## config.mk

```make
export PLATFORM = sky130hd
export DESIGN_NAME = cies_core
export DESIGN_NICKNAME = d
export VERILOG_FILES = /design/src/common/cies_pkg.sv /design/src/hdl/cies_core.sv
export SDC_FILE = /design/constraint.sdc
export NUM_CORES = 1
export LEC_CHECK = 0
export ABC_AREA = 1
export BUFFER_PORTS_ARGS = -buffer_cell sky130_fd_sc_hd__buf_4
export CORE_MARGIN = 2
export CORE_UTILIZATION = 40
export DETAILED_ROUTE_END_ITERATION = 7
export PLACE_DENSITY_LB_ADDON = 0.1
export SLEW_MARGIN = 40
export SYNTH_ARGS = -nofsm -noshare
export SYNTH_HDL_FRONTEND = slang
export SYNTH_SLANG_ARGS = --single-unit
```

## constraint.sdc

```tcl
create_clock -name clock -period 6.48 [get_ports clock]
set_input_delay 0.648 -clock clock [delete_from_list [all_inputs] [get_ports clock]]
set_output_delay 0.648 -clock clock [all_outputs]
set_load 0.02 [all_outputs]
```

## src/common/cies_pkg.sv

```systemverilog
package cies_pkg;
	localparam int DATA_W = 8;
	localparam int ADDR_W = 7;
	localparam int PC_W = 15;
	localparam int REGS = 128;
	localparam int PCL_W = 8;
	localparam logic [7:0] ZERO_BYTE = 8'h00;
	localparam logic [7:0] ONE_BYTE = 8'h01;
	localparam logic [14:0] PC_ONE = 15'h0001;
	localparam logic [14:0] PC_RESET = 15'h0000;
	localparam logic DEST_ACC = 1'b0;
	typedef enum logic [2:0] {
		CIES_OP_NONE,
		CIES_OP_KICK,
		CIES_OP_CALL_VIA_ACCUMULATOR,
		CIES_OP_INVERT,
		CIES_OP_ZERO_REG,
		CIES_OP_DEC,
		CIES_OP_ACC_CLEAR,
		CIES_OP_DEC_SKIP
	} cies_op_t;
	typedef enum logic [1:0] {
		CIES_ST_EXEC,
		CIES_ST_CALL2,
		CIES_ST_FLUSH
	} cies_state_t;
endpackage

```

## src/hdl/cies_core.sv

```systemverilog
// Overview of operation
// (RQ1) Kick zeroes guard timer, sets expiry, sleep flags
// (RQ2) Kick also zeroes the guard timer prescaler
// (RQ3) Call via accumulator pushes PC plus one
// (RQ4) Then accumulator to PC low, latch high
// (RQ5) Call takes two cycles, flags untouched
// (RQ6) Invert complements register, dest selects target
// (RQ7) Zero register op clears register, sets null
// (RQ8) Decrement subtracts one, dest selects target
// (RQ9) Accumulator clear loads zero, sets null
// (RQ10) Decrement skip routes result, flags untouched
// (RQ11) Zero result discards next, runs no-operation
// (RQ12) Invert, decrement set null flag from result
// (RQ13) Discarded instruction becomes no-operation cycle
`timescale 1ns/1ps
`default_nettype none
module cies_core (
	input wire logic clock,
	input wire logic nrst,
	input wire logic instr_valid,
	input wire cies_pkg::cies_op_t instr_op,
	input wire logic [cies_pkg::ADDR_W-1:0] instr_addr,
	input wire logic instr_dest,
	input wire logic [cies_pkg::PC_W-1:0] pc_in,
	input wire logic [cies_pkg::DATA_W-1:0] upper_pc_latch,
	output logic [cies_pkg::DATA_W-1:0] accum_r,
	output logic null_result_flag_r,
	output logic expiry_flag_n_r,
	output logic sleep_flag_n_r,
	output logic guard_timer_clear_r,
	output logic prescaler_clear_r,
	output logic push_r,
	output logic [cies_pkg::PC_W-1:0] stack_top_r,
	output logic pc_load_r,
	output logic [cies_pkg::PC_W-1:0] pc_target_r,
	output logic busy_r,
	output logic discard_r
);
	import cies_pkg::*;
	logic [DATA_W-1:0] file_r [REGS];
	logic [DATA_W-1:0] operand;
	logic [DATA_W-1:0] dec_val;
	cies_state_t state_r;
	logic take;
	assign take = instr_valid && state_r == CIES_ST_EXEC;
	assign operand = file_r[instr_addr];
	assign dec_val = operand - ONE_BYTE;

	// Sequencer; second cycle is dead time for call or skip
	always_ff @(posedge clock or negedge nrst) begin
		if (!nrst) begin
			state_r <= CIES_ST_EXEC;
		end else begin
			unique case (state_r)
			CIES_ST_EXEC: begin
				if (take && instr_op == CIES_OP_CALL_VIA_ACCUMULATOR) begin
					state_r <= CIES_ST_CALL2; // RQ5
				end else if (take && instr_op == CIES_OP_DEC_SKIP
					&& dec_val == ZERO_BYTE) begin
					state_r <= CIES_ST_FLUSH; // RQ11 RQ13
				end
			end
			CIES_ST_CALL2: state_r <= CIES_ST_EXEC;
			CIES_ST_FLUSH: state_r <= CIES_ST_EXEC;
			endcase
		end
	end

	always_ff @(posedge clock or negedge nrst) begin
		if (!nrst) begin
			busy_r <= 1'b0;
			discard_r <= 1'b0;
		end else begin
			busy_r <= take && (instr_op == CIES_OP_CALL_VIA_ACCUMULATOR ||
				(instr_op == CIES_OP_DEC_SKIP && dec_val == ZERO_BYTE));
			// Fetched word is dropped; a no-op cycle runs instead
			discard_r <= take && instr_op == CIES_OP_DEC_SKIP
				&& dec_val == ZERO_BYTE; // RQ11 RQ13
		end
	end

	// Data file; no reset since software initialises it
	always_ff @(posedge clock) begin
		if (take && instr_dest != DEST_ACC) begin
			unique case (instr_op)
			CIES_OP_INVERT: file_r[instr_addr] <= ~operand; // RQ6
			CIES_OP_DEC: file_r[instr_addr] <= dec_val; // RQ8
			CIES_OP_DEC_SKIP: file_r[instr_addr] <= dec_val; // RQ10
			default: ;
			endcase
		end
		if (take && instr_op == CIES_OP_ZERO_REG) begin
			file_r[instr_addr] <= ZERO_BYTE; // RQ7
		end
	end

	always_ff @(posedge clock or negedge nrst) begin
		if (!nrst) begin
			accum_r <= ZERO_BYTE;
		end else if (take) begin
			unique case (instr_op)
			CIES_OP_INVERT:
				if (instr_dest == DEST_ACC) accum_r <= ~operand; // RQ6
			CIES_OP_DEC:
				if (instr_dest == DEST_ACC) accum_r <= dec_val; // RQ8
			CIES_OP_DEC_SKIP:
				if (instr_dest == DEST_ACC) accum_r <= dec_val; // RQ10
			CIES_OP_ACC_CLEAR: accum_r <= ZERO_BYTE; // RQ9
			default: ;
			endcase
		end
	end

	// Zero flag; call and skip-decrement leave it alone
	always_ff @(posedge clock or negedge nrst) begin
		if (!nrst) begin
			null_result_flag_r <= 1'b0;
		end else if (take) begin
			unique case (instr_op)
			CIES_OP_ZERO_REG: null_result_flag_r <= 1'b1; // RQ7
			CIES_OP_ACC_CLEAR: null_result_flag_r <= 1'b1; // RQ9
			CIES_OP_INVERT:
				null_result_flag_r <= (~operand == ZERO_BYTE); // RQ12
			CIES_OP_DEC:
				null_result_flag_r <= (dec_val == ZERO_BYTE); // RQ12
			default: ;
			endcase
		end
	end

	always_ff @(posedge clock or negedge nrst) begin
		if (!nrst) begin
			expiry_flag_n_r <= 1'b1;
			sleep_flag_n_r <= 1'b1;
			guard_timer_clear_r <= 1'b0;
			prescaler_clear_r <= 1'b0;
		end else begin
			guard_timer_clear_r <= take && instr_op == CIES_OP_KICK; // RQ1
			prescaler_clear_r <= take && instr_op == CIES_OP_KICK; // RQ2
			if (take && instr_op == CIES_OP_KICK) begin
				expiry_flag_n_r <= 1'b1; // RQ1
				sleep_flag_n_r <= 1'b1; // RQ1
			end
		end
	end

	always_ff @(posedge clock or negedge nrst) begin
		if (!nrst) begin
			push_r <= 1'b0;
			pc_load_r <= 1'b0;
			stack_top_r <= PC_RESET;
			pc_target_r <= PC_RESET;
		end else begin
			push_r <= take && instr_op == CIES_OP_CALL_VIA_ACCUMULATOR; // RQ3
			pc_load_r <= take && instr_op == CIES_OP_CALL_VIA_ACCUMULATOR; // RQ4
			if (take && instr_op == CIES_OP_CALL_VIA_ACCUMULATOR) begin
				stack_top_r <= pc_in + PC_ONE; // RQ3
				pc_target_r <= {upper_pc_latch[PC_W-PCL_W-1:0],
					accum_r}; // RQ4
			end
		end
	end

	chk_kick_flags: assert property (@(posedge clock) disable iff (!nrst)
		take && instr_op == CIES_OP_KICK |=> expiry_flag_n_r
		&& sleep_flag_n_r && guard_timer_clear_r && prescaler_clear_r)
		else $error("kick did not clear timer and set flags"); // RQ1
	chk_kick_pulse: assert property (@(posedge clock) disable iff (!nrst)
		prescaler_clear_r |-> $past(instr_op) == CIES_OP_KICK)
		else $error("prescaler clear without kick"); // RQ2
	chk_call_push: assert property (@(posedge clock) disable iff (!nrst)
		take && instr_op == CIES_OP_CALL_VIA_ACCUMULATOR |=> push_r
		&& stack_top_r == $past(pc_in) + PC_ONE)
		else $error("call pushed wrong return address"); // RQ3
	chk_call_target: assert property (@(posedge clock) disable iff (!nrst)
		take && instr_op == CIES_OP_CALL_VIA_ACCUMULATOR |=> pc_load_r
		&& pc_target_r[PCL_W-1:0] == $past(accum_r))
		else $error("call target low byte wrong"); // RQ4
	chk_call_upper: assert property (@(posedge clock) disable iff (!nrst)
		take && instr_op == CIES_OP_CALL_VIA_ACCUMULATOR |=> pc_target_r[PC_W-1:PCL_W]
		== $past(upper_pc_latch[PC_W-PCL_W-1:0]))
		else $error("call target high bits wrong"); // RQ4
	chk_call_cycles: assert property (@(posedge clock) disable iff (!nrst)
		take && instr_op == CIES_OP_CALL_VIA_ACCUMULATOR |=> !take
		&& $stable(null_result_flag_r) ##1 $stable(null_result_flag_r))
		else $error("call not two cycles or flag moved"); // RQ5
	chk_zero_sets: assert property (@(posedge clock) disable iff (!nrst)
		take && (instr_op == CIES_OP_ZERO_REG ||
		instr_op == CIES_OP_ACC_CLEAR) |=> null_result_flag_r)
		else $error("clear did not set zero flag"); // RQ7
	chk_acc_clear: assert property (@(posedge clock) disable iff (!nrst)
		take && instr_op == CIES_OP_ACC_CLEAR |=> accum_r == ZERO_BYTE)
		else $error("accumulator not cleared"); // RQ9
	chk_dec_acc: assert property (@(posedge clock) disable iff (!nrst)
		take && instr_op == CIES_OP_DEC && instr_dest == DEST_ACC
		|=> accum_r == $past(operand) - ONE_BYTE)
		else $error("decrement to accumulator wrong"); // RQ8
	chk_inv_acc: assert property (@(posedge clock) disable iff (!nrst)
		take && instr_op == CIES_OP_INVERT && instr_dest == DEST_ACC
		|=> accum_r == ~$past(operand)
		&& null_result_flag_r == (accum_r == ZERO_BYTE))
		else $error("invert result or flag wrong"); // RQ6 RQ12
	chk_skip_flags: assert property (@(posedge clock) disable iff (!nrst)
		take && instr_op == CIES_OP_DEC_SKIP |=> $stable(
		null_result_flag_r))
		else $error("skip decrement changed flag"); // RQ10
	chk_skip_flush: assert property (@(posedge clock) disable iff (!nrst)
		take && instr_op == CIES_OP_DEC_SKIP && dec_val == ZERO_BYTE
		|=> discard_r && !take ##1 state_r == CIES_ST_EXEC)
		else $error("zero result did not discard next"); // RQ11 RQ13
	chk_skip_keep: assert property (@(posedge clock) disable iff (!nrst)
		take && instr_op == CIES_OP_DEC_SKIP && dec_val != ZERO_BYTE
		|=> !discard_r && !busy_r && state_r == CIES_ST_EXEC)
		else $error("non-zero result dropped next"); // RQ11
	chk_zero_reg: assert property (@(posedge clock) disable iff (!nrst)
		take && instr_op == CIES_OP_ZERO_REG
		|=> file_r[$past(instr_addr)] == ZERO_BYTE)
		else $error("register not cleared"); // RQ7
	chk_inv_reg: assert property (@(posedge clock) disable iff (!nrst)
		take && instr_op == CIES_OP_INVERT && instr_dest != DEST_ACC
		|=> file_r[$past(instr_addr)] == ~$past(operand))
		else $error("invert to register wrong"); // RQ6
	chk_dec_flag: assert property (@(posedge clock) disable iff (!nrst)
		take && instr_op == CIES_OP_DEC
		|=> null_result_flag_r == ($past(operand) == ONE_BYTE))
		else $error("decrement zero flag wrong"); // RQ12
endmodule // cies_core
`default_nettype wire
```

# [Yosys cells after proc, flatten, opt, wreduce, memory -nomap -nowiden]
# Memories as Yosys holds them, arrays and structs flattened.
# Index checks and enable logic that the tools add are counted.
[op_classes] n_reduce_logical=20 eq_ne=12 bitwise=4 n_addsub=2 n_mux=21
[ops] operator="8-bit two-way mux" count=5
[ops] operator="8-bit one-hot mux with 3 select lines" count=1
[ops] operator="8-bit logical NOT" count=2
[ops] operator="15-bit by 1-bit adder with 15-bit output, second input constant" count=1
[ops] operator="3-bit == test, second input constant" count=4
[ops] operator="1-bit two-way mux" count=11
[ops] operator="1-bit logical AND" count=9
[ops] operator="8-bit inverter" count=1
[ops] operator="8-bit by 1-bit subtractor with 8-bit output, second input constant" count=1
[ops] operator="3-bit by 2-bit == test with 1-bit output, second input constant" count=2
[ops] operator="3-bit nonzero test" count=2
[ops] operator="2-bit OR reduction" count=3
[ops] operator="2-bit two-way mux" count=2
[ops] operator="2-bit inequality test, second input constant" count=2
[ops] operator="2-bit one-hot mux with 2 select lines" count=1
[ops] operator="4-bit AND reduction" count=1
[ops] operator="3-bit by 1-bit == test with 1-bit output, second input constant" count=1
[ops] operator="3-bit by 1-bit inequality test with 1-bit output, second input constant" count=1
[ops] operator="1-bit OR" count=3
[ops] operator="1-bit one-hot mux with 3 select lines" count=1
[ops] operator="2-bit by 1-bit == test with 1-bit output, second input constant" count=1
[ops] operator="2-bit == test, second input constant" count=1
[ops] operator="2-bit logical NOT" count=1
[ops] operator="2-bit AND reduction" count=1
[ops] operator="1-bit logical OR" count=1
[totals] elab_cells=69 mem_count=1 mem_bits_rw=1024 in_bits=37 reg_bits=45
[mem_list] memory="file_r" words=128 word_bits=8 rd=1 rd_ports_with_merged_regs=0 write_ports=1 line_no="cies_core.sv:40" source="logic [DATA_W-1:0] file_r [REGS];"

# [Longest topological paths before layout]
# Gate-level depths: netlist of run 1.
[depth] depth_word=8 ltp_mapped=26

# [Worst setup path before layout of run 1]
# Ideal clock, no wire load.
[synth_timing] path_type="in2reg" start="input instr_addr[0] (netlist bit)" end="memory file_r[0][1], data pin" path_slack_ns=-0.278 setup_ns=0.893 arrival_time_ns=5.865 stages=17 path_buffers=3 cell_sequence="buf_6 buf_4 buf_2 or2_2 nand3_1 nand2_1 nor2_1 nor2_1 nor2_1 nand2_1 nand2_1 nand3_1 nor2_1 ha_1 inv_1 o21ai_0 a21oi_1"
[synth_via] elab_chain_len=5
[synth_rtl] element="start, declared" line_no="cies_core.sv:22" source="input wire logic [cies_pkg::ADDR_W-1:0] instr_addr,"
[synth_rtl] element="memory read 128 x 8 bit (*)"
[synth_rtl] element="8-bit by 1-bit subtractor with 8-bit output or 8-bit inverter (tied branches)" line_no="cies_core.sv:47, cies_core.sv:86"
[synth_rtl] element="8-bit two-way mux (no line)"
[synth_rtl] element="8-bit two-way mux (no line) (*) (2 in a row)"
[synth_rtl] element="end, declared" line_no="cies_core.sv:40"
# Mark *: on every way between the ends. The rest lies on a longest branch, timed or not.

# [Worst setup path in the final report of run 1]
[layout_timing] start="input instr_addr[0] (netlist bit)" end="memory file_r[106][6], data pin"
# Same word-level chain as after synthesis.

==> impl_metrics.toml, run 1 <==
[timing]
rsz0062_at_grt = "no"
slew_viol_final = 0
fin_crit_sh_pct = 72.2
finalSetupTns_ns = 0
worstMarginPinSlew_ns = 0.877
slew-limit-headroom_pct = 41.2
fmax_mhz = 214
finalHoldViolCount = 0
finalCriticalPeriod_ns = 4.68
skew_ns = 0.0332
setup_viol = 0

[pwr]
power_frac_clock_pct = 38.6
power.density_mw_per_mm2 = 313
leakagePower_nw = 20.1
pwr-share-comb_pct = 11.2
power_switching_mw = 4.09
peakVddDrop_mv = 0.208
p_int_mw = 12.1
switching_share_pct = 25.3
seqPwrFrac_pct = 50.2

[setup_path]
crit_fanout = 128
critPathCaptureType = "register"
cp.required_ns = 6.73
cp-start-kind = "input pin"
path_class = "input pin to register"
cp.arrival_ns = 4.92

[clock_tree]
cts_root_buffer = "clkbuf_16"
clock-sinks = 1069
cts_tree = "yes"
htree_levels = 3
clkTransAtPathRegs_ns = 0.06
cts_resized = 0
clock_latency_ns = 0.71
clockBufferDepth = 3
cts_buffers = 116

[route]
drtAntennaViolNets = 0
routed_wl_microns = 124000
drt_first_iter_violations = 2503
routedWlPerCell_microns = 21.0
route.detailed.drc = 0
via_per_inst = 4.94
dr.pass1.iters = 5
vias = 29200

[final_layout]
final_cell_area_sq_mm = 0.0517
diodes = 0
multi_input_area_sq_mm = 0.0111
drive_above_1_share_pct = 12.2
ff_latch_area_sq_mm = 0.0319
nFillCells = 10400
syn2layout_area_growth_pct = 14.2
fin_cells = 5914
layout.nets = 4364

[floorplanning]
initial_core_util_pct = 40.3
num_io_pins = 84
rows = 123
fp.coreArea_sq_mm = 0.112
die_x_microns = 340
die_h_microns = 340
die_area_sq_mm = 0.116

[logic_synthesis]
ys_types = 38
synth_edf_count = 1024
async_flop_share_pct = 4.21
syn_avg_cell_area_sq_um = 10.7
post-synth-top-count-cell = "nand2_1"
ys_ff_latch = 1069
synth_common_cells = "nand2_1, edfxtp_1, nor2_1"
yosys_warnings = 0
synthTopCellsByArea = "edfxtp_1, nand2_1, nor2_1, inv_1, dfrtp_1"
ys.flop_type = "edfxtp_1"
synthesis.area_sq_mm = 0.0453
yosys.area.top_type = "edfxtp_1"
ys_seq_area_share_pct = 70.4
yosysTopAreaCellShare_pct = 67.9
syn_inst = 4216

[global_route]
grt_max_degree = 142
grt_pass1_wl_microns = 183000
track_usage_pct = 21.2
antenna_found_initial = 1
grt-ovfl-total = 0
grt_pass1_vias = 27400

[place]
routabilityCongestion = 0.851
placedInstanceArea_sq_mm = 0.0480
place_inst = 5702
post-dp-hpwl_microns = 74200
port_buffers = 80

[run]
maxCapViolations = 0

[outcome]
status = "completed"

[hold_path]
hp-class = "input pin to register"
-- path summary, 6_finish.rpt --
| path | from | to | slack, ns | cells past startpoint |
|---|---|---|---|---|
| setup / recovery | instr_addr[0] | file_r[106][6]$_DFFE_PP_ | 1.80 | 20 |
| hold / removal | instr_op[2] | prescaler_clear_r$_DFF_PN0_ | 0.14 | 2 |
| setup reg to reg | file_r[68][1]$_DFFE_PP_ | file_r[106][6]$_DFFE_PP_ | 2.52 | 17 |
| hold reg to reg | pc_target_r[2]$_DFFE_PN0P_ | pc_target_r[2]$_DFFE_PN0P_ | 0.47 | 2 |
| max in group asynchronous | nrst | accum_r[4]$_DFFE_PN0P_ | 5.58 | 2 |
| min in group asynchronous | nrst | stack_top_r[14]$_DFFE_PN0P_ | 0.50 | 2 |
-- timing repair --
action / CTS / global route
setup buffers: 0 / 0
hold endpoints to repair: 45 / 0
setup endpoints to repair: 0 / 0
hold buffers: 1 / 0
-- sequential cells by signal, indices dropped and copies added (netlist names) --
register and cells:
accum_r 8, state_r 2, stack_top_r 15, busy_r 1
discard_r 1, pc_target_r 15, file_r 1024, prescaler_clear_r 1
pc_load_r 1, null_result_flag_r 1
-- final cells by class --
class	instances	share of cell area, %
clock inverters	57	0.745
inverters	433	3.18
repair buffers	177	3.11
well taps	1500	3.63
flip-flops and latches	1069	61.6
multi-input cells	2525	21.6
clock buffers	153	6.14
-- cells by family after synthesis --
| family | count (synthesis) | synth area share, % |
|---|---|---|
| other | 1 | 0.00828 |
| DFF | 1069 | 70.4 |
| xor gates and xnor gates | 7 | 0.135 |
| adders and majority gates | 5 | 0.138 |
| AOI/OAI and AO/OA | 298 | 3.83 |
| and+or+nand+nor | 2213 | 19.8 |
| buffers and inverters | 623 | 5.67 |
-- worst max-delay path, cell delays in order --
cell and delay (ns):
buf_8 0.34, inv_8 0.20, buf_16 0.28, buf_4 0.32, nand2_1 0.07, a21oi_1 0.07, o21ai_0 0.16, nand2_1 0.09
nand2_1 0.09, nand2_1 0.06, nor2_1 0.37, nand3_1 0.13, nor2_1 0.37, ha_1 0.25, nand2_1 0.10, o21ai_1 0.16
nand3_1 0.17, o21ai_0 0.34, inv_4 0.05, buf_12 0.22
-- cell usage in the layout (no fill, tap or decap), drive strengths merged --
cell type	instances
nand2	1103
edfxtp	1024
nor2	752
inv	431
nand3	202
buf	176
o21ai	174
clkbuf	153
or2	113
o211ai	81
clkinv	52
dfrtp	45
nand4	33
a21oi	24
a22oi	8
a31oi	8
nor3	5
xor2	5
ha	5
bufinv	4
nand3b	3
clkinvlp	3
xnor2	2
conb	2
and2	1
o21bai	1
nor4	1
o31ai	1
a22o	1
dlygate4sd3	1
-- power by group through the flow --
stage	combinational [mW]	sequential [mW]	clock, mW
finish	1.81	8.12	6.25
CTS	1.84	8.12	6.39
global route	1.99	8.14	6.65
floorplan	0.812	8.44	0
global placement	1.82	8.26	0
detailed placement	1.84	8.26	0
-- per-layer routing --
layer  track usage (%)  share of wire, %
met1              30.0                46
met2              33.9                46
met3              3.21               5.6
met4              6.27               2.4
met5                 0                 0
-- per-stage QoR --
stage	hold slack [ns]	utilization, %	power, mW	setup WS, ns
after floorplan	0.352	-	9.25	0.722
after global placement	0.465	42.6	10.1	1.34
after detailed placement	0.466	42.8	10.1	1.35
after CTS	0.0959	45.9	16.3	2.07
after global routing	0.113	46.0	16.8	1.68
final	0.141	46.0	16.2	1.80
Power figures use the tool's default switching activity.
==> run 2: changes to the inputs <==
==> constraint.sdc (replaced) <==
create_clock -name clock -period 4.4 [get_ports clock]
set_input_delay 0.44 -clock clock [delete_from_list [all_inputs] [get_ports clock]]
set_output_delay 0.44 -clock clock [all_outputs]
set_load 0.02 [all_outputs]
==> impl_metrics.toml, run 2 (same netlist as run 1, synthesis figures left out) <==
[global_route]
track_usage_pct = 21.2
grt-ovfl-total = 0
antenna_found_initial = 0
grt_pass1_wl_microns = 183000
grt_max_degree = 116
grt_pass1_vias = 27900

[floorplanning]
fp.coreArea_sq_mm = 0.112
rows = 123
die_h_microns = 340
die_x_microns = 340
die_area_sq_mm = 0.116
initial_core_util_pct = 40.3
num_io_pins = 84

[final_layout]
multi_input_area_sq_mm = 0.0111
syn2layout_area_growth_pct = 16.5
diodes = 0
largest_reg_flops = 1024
largest_registers = "file_r (1024), pc_target_r (15), stack_top_r (15)"
layout.nets = 4475
ff_latch_area_sq_mm = 0.0319
final_cell_mix = "nand2_1, edfxtp_1, nor2_1"
drive_above_1_share_pct = 13.4
final_common_cell = "nand2_1"
nFillCells = 10400
fin_cells = 6026
regMostFlops = "file_r"

[timing]
slew-limit-headroom_pct = 44.8
finalSetupTns_ns = 0
rsz0062_at_grt = "no"
finalHoldViolCount = 0
fin_crit_sh_pct = 83.8
skew_ns = 0.0334
fmax_mhz = 271
finalCriticalPeriod_ns = 3.69
setup_viol = 0
slew_viol_final = 0
worstMarginPinSlew_ns = 0.825

[setup_path]
cp-start-kind = "input pin"
crit_fanout = 72
cp.required_ns = 4.77
cp.arrival_ns = 4.05
path_class = "input pin to register"
critPathCaptureType = "register"

[route]
drt_first_iter_violations = 2375
drtAntennaViolNets = 0
dr.pass1.iters = 6
routed_wl_microns = 124000
via_per_inst = 4.90
vias = 29600
routedWlPerCell_microns = 20.5
route.detailed.drc = 0

[clock_tree]
clockBufferDepth = 3
clock-sinks = 1069
cts_resized = 0
htree_levels = 3
ctsHoldBuffers = 11
cts_root_buffer = "clkbuf_16"
clock_latency_ns = 0.70
clkTransAtPathRegs_ns = 0.06
cts_buffers = 115
cts_tree = "yes"
post-cts-setup-buffer-count = 0

[place]
place_inst = 5805
routabilityCongestion = 0.891
port_buffers = 80
post-dp-hpwl_microns = 79600

[pwr]
power_switching_mw = 5.98
peakVddDrop_mv = 0.298
total_power_mw = 24.1
switching_share_pct = 24.9
leakagePower_nw = 20.7
power.density_mw_per_mm2 = 456
p_int_mw = 18.1
power_frac_clock_pct = 38.4
seqPwrFrac_pct = 49.7
pwr-share-comb_pct = 11.9

[outcome]
status = "completed"

[run]
maxCapViolations = 0

[hold_path]
hp-class = "input pin to register"
## run 2: cell count changes in the layout (fill, tap and decap cells not counted), moves of 4 or more
cell           change
nor2_1            +27
dlygate4sd3_1     +10
clkinv_1           -4
clkbuf_8           -4
buf_12            +22
nor2_2            -27
clkbuf_1          +10
buf_4             +81
## run 2: power by group through the flow
stage          Sequential (mW)  Combinational (mW)  Clock, mW
3_5_place_dp              12.2                2.89          0
2_1_floorplan             12.4                1.20          0
5_1_grt                   12.0                3.13       9.83
6_report                  11.9                2.87       9.24
3_3_place_gp              12.2                2.88          0
4_1_cts                   12.0                2.91       9.44
## run 2: layout make-up
class	instances	area share, %
Inverter	433	3.12
Sequential cell	1069	60.4
Clock buffer	159	5.98
Multi-Input combinational cell	2525	21.0
Clock inverter	51	0.778
Timing Repair Buffer	289	5.17
Tap cell	1500	3.56
## run 2: worst paths after layout
check                                      startpoint                         end  slack, ns  depth (start not counted)
min in group asynchronous                        nrst  stack_top_r[3]$_DFFE_PN0P_       0.30                          2
setup / recovery                        instr_addr[0]     file_r[96][7]$_DFFE_PP_       0.71                         22
max in group asynchronous                        nrst  pc_target_r[3]$_DFFE_PN0P_       3.70                          2
hold reg to reg            pc_target_r[3]$_DFFE_PN0P_  pc_target_r[3]$_DFFE_PN0P_       0.48                          2
hold / removal                               pc_in[6]  stack_top_r[6]$_DFFE_PN0P_       0.06                          4
setup reg to reg             file_r[103][0]$_DFFE_PP_      file_r[7][6]$_DFFE_PP_       0.80                         17
## run 2: routing by layer
layer / GRT usage, % / wire [microns]
met4: 6.36 / 3200
met5: 0 / 0
met1: 30.0 / 56900
met2: 34.5 / 57900
met3: 2.51 / 5740
## run 2: critical path, stage by stage
cell	delay (ns)
buf_8	0.26
inv_8	0.17
buf_12	0.22
buf_4	0.17
nand2_1	0.05
nand2_1	0.09
nand2_1	0.07
nand2_1	0.05
nand2_1	0.05
nand2_1	0.09
nand2_1	0.07
nand2_1	0.06
o21ai_1	0.49
nand4_1	0.43
nor2_2	0.35
nand2_1	0.08
nand2_1	0.06
nand2_1	0.13
o21ai_0	0.24
buf_4	0.17
inv_4	0.04
buf_12	0.16
## run 2: metrics by stage
step	utilization [%]	worst slack [ns]	hold slack [ns]	instance area (sq um)
finish	47.0	0.711	0.0635	52800
global placement	43.6	0.139	0.464	48900
detailed placement	43.7	0.150	0.466	49000
CTS	46.9	0.884	0.000222	52700
floorplan	-	-0.342	0.144	45300
global route	47.0	0.503	0.0327	52800
